File: src/swri_pkg.sv
package swri_pkg;
  // Clock rate
  localparam int unsigned CLK_HZ = 40000000;
  // Ring pulse timing for an incoming call, in ms
  localparam int unsigned CALL_PULSE_MS = 30;
  localparam int unsigned CALL_PERIOD_MS = 5000;
  // Ring pulse for a received message, in ms
  localparam int unsigned MSG_PULSE_MS = 35;
  // Grace time awake after a wake event with DTR low, in ms
  localparam int unsigned WAKE_HOLD_MS = 100;
  // Cycle counts derived from the times
  localparam int unsigned CALL_PULSE_CYC = CALL_PULSE_MS * (CLK_HZ / 1000);
  localparam int unsigned CALL_PERIOD_CYC = CALL_PERIOD_MS * (CLK_HZ / 1000);
  localparam int unsigned MSG_PULSE_CYC = MSG_PULSE_MS * (CLK_HZ / 1000);
  localparam int unsigned WAKE_HOLD_CYC = WAKE_HOLD_MS * (CLK_HZ / 1000);
  // Counter width, enough for the 5 s period
  localparam int unsigned CNT_W = 28;
  // LED blink half periods per pattern, in cycles
  localparam int unsigned LED_SLOW_CYC = 20000000;
  localparam int unsigned LED_FAST_CYC = 4000000;
  // Power states
  typedef enum logic [1:0] {
    SWRI_AWAKE = 2'b00,
    SWRI_DRAIN = 2'b01,
    SWRI_SLEEP = 2'b10,
    SWRI_WOKEN = 2'b11
  } swri_pwr_t;
  // Ring output states
  typedef enum logic [1:0] {
    SWRI_RIDLE = 2'b00,
    SWRI_CALL_LOW = 2'b01,
    SWRI_CALL_HIGH = 2'b10,
    SWRI_MSG_LOW = 2'b11
  } swri_ring_t;
endpackage

File: src/swri_top.sv
`timescale 1ns/1ps
// Summary of operation
// - DTR input controls sleep; ring is output
// - Armed and DTR low: sleep after work drains
// - Events still detected while asleep
// - Wake events notify host via ring/serial
// - DTR still low after wake: sleep again
// - Rising DTR leaves sleep, enables serial
// - Call: 30 ms low pulse every 5 s
// - Answered call stops pulsing, ring high
// - Message: single 35 ms low pulse
// - Status LED off, on, or blinking slow/fast per selectable pattern
module swri_top (
  // Clock and reset
  input wire logic CLK,
  input wire logic SYS_RST,
  // Host control line
  input wire logic DTR,
  // Settings from the command parser
  input wire logic POWER_SAVE_ARM_COMMAND,
  input wire logic [1:0] LED_PATTERN_SEL,
  // Module activity
  input wire logic BUSY,
  input wire logic CALL_EVENT,
  input wire logic CALL_ANSWERED,
  input wire logic MSG_EVENT,
  input wire logic DATA_EVENT,
  // Outputs
  output logic RING_N,
  output logic SLEEP,
  output logic SERIAL_EN,
  output logic WAKE_NOTIFY,
  output logic STATUS_LED_OUT
);
  swri_pkg::swri_pwr_t pwr, next_pwr;
  swri_pkg::swri_ring_t ring, next_ring;
  logic [swri_pkg::CNT_W-1:0] hold_cnt, next_hold_cnt;
  logic [swri_pkg::CNT_W-1:0] ring_cnt, next_ring_cnt;
  logic [swri_pkg::CNT_W-1:0] led_cnt, next_led_cnt;
  logic next_ring_n, next_sleep, next_serial_en, next_wake_notify;
  logic next_led;
  logic led_phase, next_led_phase;
  logic dtr_q, next_dtr_q;
  logic any_event;

  // Size a count constant to the counter width
  function automatic logic [swri_pkg::CNT_W-1:0] cyc(input int unsigned n);
    cyc = swri_pkg::CNT_W'(n - 1);
  endfunction

  assign any_event = CALL_EVENT | MSG_EVENT | DATA_EVENT;

  // Power state sequencing
  always_comb
  begin
    next_pwr = pwr;
    next_hold_cnt = hold_cnt;
    next_wake_notify = 1'b0;
    next_dtr_q = DTR;
    case (pwr)
      swri_pkg::SWRI_AWAKE:
      begin
        if (POWER_SAVE_ARM_COMMAND && !DTR)
          next_pwr = swri_pkg::SWRI_DRAIN;
      end
      swri_pkg::SWRI_DRAIN:
      begin
        if (DTR)
          next_pwr = swri_pkg::SWRI_AWAKE;
        else if (!BUSY)
          next_pwr = swri_pkg::SWRI_SLEEP;
      end
      swri_pkg::SWRI_SLEEP:
      begin
        if (DTR && !dtr_q)
          next_pwr = swri_pkg::SWRI_AWAKE;
        else if (any_event)
        begin
          next_pwr = swri_pkg::SWRI_WOKEN;
          next_wake_notify = 1'b1;
          next_hold_cnt = cyc(swri_pkg::WAKE_HOLD_CYC);
        end
      end
      swri_pkg::SWRI_WOKEN:
      begin
        if (DTR)
          next_pwr = swri_pkg::SWRI_AWAKE;
        else if (hold_cnt == '0)
          next_pwr = swri_pkg::SWRI_DRAIN;
        else
          next_hold_cnt = hold_cnt - 1'b1;
      end
      default: next_pwr = swri_pkg::SWRI_AWAKE;
    endcase
    if (!POWER_SAVE_ARM_COMMAND && next_pwr != swri_pkg::SWRI_WOKEN)
      next_pwr = swri_pkg::SWRI_AWAKE;
    next_sleep = (next_pwr == swri_pkg::SWRI_SLEEP);
    next_serial_en = !next_sleep;
  end

  // Ring pulse generation
  always_comb
  begin
    next_ring = ring;
    next_ring_cnt = ring_cnt;
    case (ring)
      swri_pkg::SWRI_RIDLE:
      begin
        if (CALL_EVENT && !CALL_ANSWERED)
        begin
          next_ring = swri_pkg::SWRI_CALL_LOW;
          next_ring_cnt = cyc(swri_pkg::CALL_PULSE_CYC);
        end
        else if (MSG_EVENT)
        begin
          next_ring = swri_pkg::SWRI_MSG_LOW;
          next_ring_cnt = cyc(swri_pkg::MSG_PULSE_CYC);
        end
      end
      swri_pkg::SWRI_CALL_LOW:
      begin
        if (CALL_ANSWERED)
          next_ring = swri_pkg::SWRI_RIDLE;
        else if (ring_cnt == '0)
        begin
          next_ring = swri_pkg::SWRI_CALL_HIGH;
          next_ring_cnt = cyc(swri_pkg::CALL_PERIOD_CYC - swri_pkg::CALL_PULSE_CYC);
        end
        else
          next_ring_cnt = ring_cnt - 1'b1;
      end
      swri_pkg::SWRI_CALL_HIGH:
      begin
        if (CALL_ANSWERED)
          next_ring = swri_pkg::SWRI_RIDLE;
        else if (ring_cnt == '0)
        begin
          next_ring = swri_pkg::SWRI_CALL_LOW;
          next_ring_cnt = cyc(swri_pkg::CALL_PULSE_CYC);
        end
        else
          next_ring_cnt = ring_cnt - 1'b1;
      end
      swri_pkg::SWRI_MSG_LOW:
      begin
        if (ring_cnt == '0)
          next_ring = swri_pkg::SWRI_RIDLE;
        else
          next_ring_cnt = ring_cnt - 1'b1;
      end
      default: next_ring = swri_pkg::SWRI_RIDLE;
    endcase
    // Low only during a pulse phase
    next_ring_n = !(next_ring == swri_pkg::SWRI_CALL_LOW ||
                    next_ring == swri_pkg::SWRI_MSG_LOW);
  end

  // Status status_led_out blink patterns: 0 off, 1 on, 2 slow, 3 fast
  always_comb
  begin
    next_led_cnt = led_cnt - 1'b1;
    next_led_phase = led_phase;
    if (led_cnt == '0)
    begin
      next_led_phase = !led_phase;
      next_led_cnt = (LED_PATTERN_SEL == 2'h3) ? cyc(swri_pkg::LED_FAST_CYC)
                                               : cyc(swri_pkg::LED_SLOW_CYC);
    end
    case (LED_PATTERN_SEL)
      2'h0: next_led = 1'b0;
      2'h1: next_led = 1'b1;
      default: next_led = next_led_phase;
    endcase
  end

  // Power state registers; DTR history resets to its idle high level
  // so that no false rising edge follows reset
  always_ff @(posedge CLK or posedge SYS_RST)
  begin
    if (SYS_RST)
    begin
      pwr <= swri_pkg::SWRI_AWAKE;
      hold_cnt <= '0;
      dtr_q <= 1'b1;
      SLEEP <= 1'b0;
      SERIAL_EN <= 1'b1;
      WAKE_NOTIFY <= 1'b0;
    end
    else
    begin
      pwr <= next_pwr;
      hold_cnt <= next_hold_cnt;
      dtr_q <= next_dtr_q;
      SLEEP <= next_sleep;
      SERIAL_EN <= next_serial_en;
      WAKE_NOTIFY <= next_wake_notify;
    end
  end

  // Ring pulse registers; the line rests high out of reset
  always_ff @(posedge CLK or posedge SYS_RST)
  begin
    if (SYS_RST)
    begin
      ring <= swri_pkg::SWRI_RIDLE;
      ring_cnt <= '0;
      RING_N <= 1'b1;
    end
    else
    begin
      ring <= next_ring;
      ring_cnt <= next_ring_cnt;
      RING_N <= next_ring_n;
    end
  end

  // Status status_led_out registers; an expired counter starts the first blink at once
  always_ff @(posedge CLK or posedge SYS_RST)
  begin
    if (SYS_RST)
    begin
      led_cnt <= '0;
      led_phase <= 1'b0;
      STATUS_LED_OUT <= 1'b0;
    end
    else
    begin
      led_cnt <= next_led_cnt;
      led_phase <= next_led_phase;
      STATUS_LED_OUT <= next_led;
    end
  end
endmodule

File: config.mk
export PLATFORM = sky130hd
export DESIGN_NAME = swri_top
export DESIGN_NICKNAME = d
export VERILOG_FILES = /design/src/swri_pkg.sv /design/src/swri_top.sv
export SDC_FILE = /design/constraint.sdc
export NUM_CORES = 1
export LEC_CHECK = 0
export ABC_AREA = 1
export BUFFER_PORTS_ARGS = -buffer_cell sky130_fd_sc_hd__buf_4
export CAP_MARGIN = 25
export CORE_MARGIN = 2
export CORE_UTILIZATION = 65
export CTS_CLUSTER_SIZE = 10
export DETAILED_ROUTE_END_ITERATION = 8
export PLACE_DENSITY_LB_ADDON = 0.12
export SYNTH_ARGS = -nofsm -noshare
export SYNTH_HDL_FRONTEND = slang
export SYNTH_SLANG_ARGS = --single-unit
File: constraint.sdc
create_clock -name CLK -period 5.5 [get_ports CLK]
set_input_delay 1.1 -clock CLK [delete_from_list [all_inputs] [get_ports CLK]]
set_output_delay 1.1 -clock CLK [all_outputs]
set_load 0.01 [all_outputs]
* Word-level counts from Yosys, hierarchy flattened
Index checks and enable logic that the tools add are counted.
** Cells by class
- Add/sub/neg operators :: 3
- Eq/ne operators :: 20
- Mux-type cells :: 37
- Bitwise gates (word level) :: 2
- Reduce and logical (&&, ||, !) cells :: 21
** Operators with widths (count)
- 28-bit 2-to-1 mux :: 12
- 28-bit one-hot mux with 4 select lines :: 1
- 28-bit logical NOT :: 3
- 28-bit by 1-bit subtractor with 28-bit output, second input constant :: 3
- 28-bit one-hot mux with 2 select lines :: 1
- 2-bit 2-to-1 mux :: 15
- 25-bit 2-to-1 mux :: 1
- 2-bit != test, second input constant :: 8
- 2-bit one-hot mux with 4 select lines :: 2
- 2-bit == test, second input constant :: 7
- 2-bit by 1-bit == test with 1-bit output, second input constant :: 4
- 1-bit logical NOT :: 7
- 2-bit logical NOT :: 3
- 5-bit AND reduction :: 1
- 1-bit logical AND :: 4
- 1-bit 2-to-1 mux :: 4
- 4-bit AND reduction :: 1
- 3-bit != test, second input constant :: 1
- 1-bit bitwise OR :: 2
- 1-bit one-hot mux with 2 select lines :: 1
- 2-bit nonzero test :: 1
- 1-bit logical OR :: 1
** Storage, ports and cells
- Register bits after elaboration :: 95
- Input bits :: 11
- Output and inout bits :: 5
- Word-level logic and storage cells :: 95

* Logic depth before layout (Yosys ltp)
- Depth after elaboration :: 10
- Depth in mapped cells :: 12
- Depth with buffers taken out :: 11

* Least setup slack after synthesis
No wires, ideal clock.
- Kind :: input to register
- Start point :: in CALL_EVENT
- End point :: reg ring_cnt[20] (netlist name)
- Setup time :: 126 ps
- Arrival time :: 2045 ps
- Required time :: 5374 ps
- Setup slack :: 3328 ps
- Cell stages on the path :: 9
- Path buffers :: 1
- Cell sequence :: inv_1 or2_1 inv_1 o21ai_0 nand2_2 buf_2 nand3_1 nand2_1 nand3_1
** Between the ends
- Word-level cells in the longest chain between the ends :: 3
- Elaborated cells between the ends (all ways) :: 5
- Those cells by class :: eq/ne: 1; mux: 2; reduce/logical: 2
** Ends and longest elaborated chain
- from (decl) :: RTL line swri_top.sv:24 : input wire logic CALL_EVENT,
- 1-bit logical AND * :: RTL line swri_top.sv:109 : if (CALL_EVENT && !CALL_ANSWERED)
- 3-bit != test (no source line) / 28-bit 2-to-1 mux (equally long branches)
- 4-bit AND reduction (no source line) / 28-bit one-hot mux with 4 select lines (equally long branches)
- to (signal assigned) :: RTL line swri_top.sv:212 : ring_cnt <= next_ring_cnt;
- to (decl) :: RTL line swri_top.sv:38 : logic [swri_pkg::CNT_W-1:0] ring_cnt, next_ring_cnt;
Every way passes the cells marked *; elsewhere a longest branch is shown, timed or not.
A chain may end at the register's enable or synchronous reset.

* Worst setup path after layout
- Start point :: in CALL_ANSWERED
- End point :: reg ring_cnt[11] (netlist name)
** Between the ends
- Word-level cells in the longest chain between the ends :: 4
- Elaborated cells between the ends (all ways) :: 8
- Those cells by class :: eq/ne: 3; mux: 2; reduce/logical: 3
** Ends and longest elaborated chain
- from (decl) :: RTL line swri_top.sv:25 : input wire logic CALL_ANSWERED,
- 1-bit logical NOT :: RTL line swri_top.sv:109
- 1-bit logical AND :: RTL line swri_top.sv:109
- 3-bit != test (no source line) / 28-bit 2-to-1 mux (equally long branches)
- 4-bit AND reduction (no source line) / 28-bit one-hot mux with 4 select lines (equally long branches)
Parallel ways exist; a longest one is shown, timed or not.

==> results <==
- The layout net count is 864.
- Counting cells, the worst reg-to-reg path comes to 9.
- Across the VDD grid, the largest voltage drop is 0.206 mV.
- The maximum fanout count along the critical path is 21.
- The number of antenna violations at the first check in global routing came to 0.
- In this run the remaining antenna-violating nets after routing total 0.
- CTS saw between 90 and 100 sinks.
- The cell count after synthesis came out at 833.
- Row generation in the floorplan step produced 34 rows.
- The net count after synthesis is 849.
- The later pin in the worst-skew pair is clocked with a latency of around 380 ps.
- In this run, post-CTS hold repair placed 0 buffers.
- The effective utilization at floorplan is 0.672.
- The floorplan step set the die width to 99.2 um.
- The detailed-route DRC error count is 0.
- The boundary pin count is 16.
- The tree is rooted in a clkbuf_8.
- After global routing the overflow that remains totals 0.
- The first detailed-routing pass ran for 7 iterations.
- In the final routed layout, each cell accounts on average for about 14 um.
- The mean instance size in the synthesized netlist is 7.07 um2.
- The power density over the cells is 324 nW/um2.
- The category of the worst setup path launch point is a primary input.
- The count of pins over their slew limit came to 0.
- The worst path in the final design needs a cycle of 2560 ps, including I/O delays and setup.
- The first global-routing pass estimated 23300 um of wire.
- The worst register-to-register path ends at hold_cnt[17]$_DFFE_PP0P_.
- The sum of routed wire length over all layers is 13400 um.
- Data on the critical path arrives at its endpoint at 2800 ps.
- The startpoint of the worst register-to-register path is hold_cnt[0]$_DFFE_PP0P_.
- At the pin with the least slew margin, the transition time is 806 ps.
- The worst min-delay path category is register to register.
- The area growth from synthesis to layout is 5.76%.
- The signal on the critical path passes through buf_4, or2_1, inv_1, o21ai_0, nand2_2, nand2_4, nor2_2, a21oi_1.
- The worst-case headroom to the max-slew limit is 0.462.
- The timing-limited maximum frequency is 0.390 GHz.
- The detailed-route via count is between 5000 and 6000.
- The part of the cycle the worst path needs is 0.466.
- In the routed layout, each cell is associated on average with a via count of 5.54.
- nand2_1 is the most common cell in the netlist.
- The die covers 9830 um2.
- For hold timing, the worst endpoint is led_cnt[27]$_DFF_PP0_.
- The number of global-route vias before repair is 5177.
- The number of enable flip-flop cells after synthesis is 0.
- The flop and latch count out of synthesis is 95.
- Counting instances, the worst hold path has a depth of 1.
- The total area inside the core boundary comes to 8760 um2.
- Counting flops with an async set or reset pin after synthesis yields a share of 1.00.
- In this run, CTS created clock tree buffers numbering 9.
- Setup repair after global routing left no endpoint under its margin.
- The cell taking the most area after synthesis is dfrtp_1.
- The share of synthesized area in the top cell type comes to 0.391.
- The largest single stage delay on the critical path is 480 ps.
- The largest net degree at the start of global routing is 65.
- The die is 99.2 um tall.
- After synthesis, the netlist uses 38 different library cells.
- The critical path is of the primary input to register type.
- Summed over all cells, the static leakage comes to 3.17 nW.
- The primary flip-flop cell chosen by synthesis mapping is dfrtp_1.
- The element type at the critical path end is a register.
- Among all stages on the critical path, the largest delay is contributed by nor2_2.
- In this run the most critical hold path is launched from led_cnt[27]$_DFF_PP0_.
- The level count of the clock H-tree is 3.
- The number of violations of the max-capacitance limit is 0.
- The TritonCTS clock tree is built.
- By count the netlist is led by 210 x nand2_1, 163 x nor2_1, 92 x dfrtp_1, 92 x inv_1, 68 x nand3_1.
- In the final layout, the share of cells above drive strength 1 is 0.0973.
- The share of the Yosys chip area taken by registers is 0.405.
- The number of hold violations in the final report was 0.
- The sum of negative setup slack is 0 ps.
- The number of port buffers is 15.
- The number of DRC markers after the initial detailed-route iteration is 322.
- For this run, the total global-route usage over all layers was measured as 0.290.
- The number of buffers added for setup after CTS is 0.
- The post-cts gate resize count is 0.
- In this run the cell area of the synthesized design comes to 5890 um2.
- The setup check on the worst reg-to-reg path leaves a slack of 3000 ps.
- Yosys printed 0 warnings.
- Routability-driven placement finished with a final weighted congestion of 0.979.
- Yosys attributes the largest share of cell area to dfrtp_1 39%, nand2_1 13%, nor2_1 10%, inv_1 5.9%, nand3_1 5.8%.
- The buffer depth of the longest clock path is 2.
- The final setup violation count is 0.
- The register clock-pin slew on the reported worst setup and hold paths is 100 ps.
- The worst-case clock skew is between 10 and 15 ps.
- Across all hold checks on the routed design, the worst slack comes to 477 ps.
- The repair_antennas step left the layout with diodes totalling 0.
- The run finished with clean final reports.
- Detailed placement ended at an HPWL of 9940 um.
- The worst path required time is 5730 ps.
-- worst max-delay path by stage --
stage                       startpoint                       end  slack (ps)  depth (start not counted)
6_report                 CALL_ANSWERED  ring_cnt[11]$_DFFE_PP0P_        2940                          8
3_3_place_gp             CALL_ANSWERED  ring_cnt[10]$_DFFE_PP0P_        2650                          8
3_5_place_dp             CALL_ANSWERED  ring_cnt[11]$_DFFE_PP0P_        2550                          8
5_1_grt        hold_cnt[0]$_DFFE_PP0P_  hold_cnt[20]$_DFFE_PP0P_        2690                         10
4_1_cts                  CALL_ANSWERED  ring_cnt[13]$_DFFE_PP0P_        2930                          9
2_1_floorplan                  SYS_RST           SLEEP$_DFF_PP0_        1930                          1
-- critical path, delay by kind of cell --
family	cells	cell delay, ps
simple gates	4	1250
compound gates	2	270
buf+inv	2	190
-- final cells by class --
| cell class | count | area, um2 |
|---|---|---|
| Clock buffer | 11 | 131 |
| Clock inverter | 5 | 41.3 |
| Fill cell | 743 | 2540 |
| Inverter | 95 | 359 |
| Multi-Input combinational cell | 631 | 3060 |
| Sequential cell | 95 | 2380 |
| Tap cell | 108 | 135 |
| Timing Repair Buffer | 16 | 120 |
-- cell families after synthesis --
group,after synthesis,share of synthesized area
buf+inv,107,0.0761
flops,95,0.405
xor+xnor,32,0.0489
simple gates,516,0.386
compound gates,78,0.0733
fa+ha+maj,5,0.0106
-- metal layers --
layer  wire length [um]  vias to the layer above  track usage
met5                  0                        -            0
met3                527                       31       0.0316
met2               6270                      141        0.474
met1               6300                     2483        0.402
li1                   -                     2665            -
met4                269                        0        0.111
-- sequential cells by signal (all words and copies together) (netlist names) --
signal and count:
RING_N 1, SERIAL_EN 1, SLEEP 1, STATUS_LED_OUT 1, WAKE_NOTIFY 1, dtr_q 1, hold_cnt 28, led_cnt 28
led_phase 1, pwr 2, ring 2, ring_cnt 28
-- stage by stage --
stage               instances  utilization  power [mW]  area [um2]  setup slack (ps)
finish                    961        0.710        2.01        6220              2940
global route              961        0.710        2.14        6220              2690
CTS                       961        0.710        2.01        6220              2930
detailed placement        945        0.691        1.59        6050              2550
global placement          945        0.691        1.56        6050              2650
floorplan                 833            -        1.45        5890              1930
-- where the power goes --
part	internal, mW	switching, mW
sequential	0.809	0.119
clock	0.169	0.264
combinational	0.212	0.441
total	1.19	0.824
-- cell usage in the layout, fill, tap and decap left out, drive strengths merged --
master / instances
o21ai: 49
o21bai: 1
ha: 5
inv: 97
o211ai: 2
xor2: 21
o31ai: 5
nand3b: 5
clkinv: 1
buf: 16
xnor2: 11
nor2: 185
dfrtp: 92
clkinvlp: 2
o21a: 1
nor3: 8
clkbuf: 11
or2: 5
nand3: 70
nand4: 21
nand2: 221
and2: 1
dfstp: 3
a21oi: 20
Note: power is estimated with default switching activity, not from simulation.
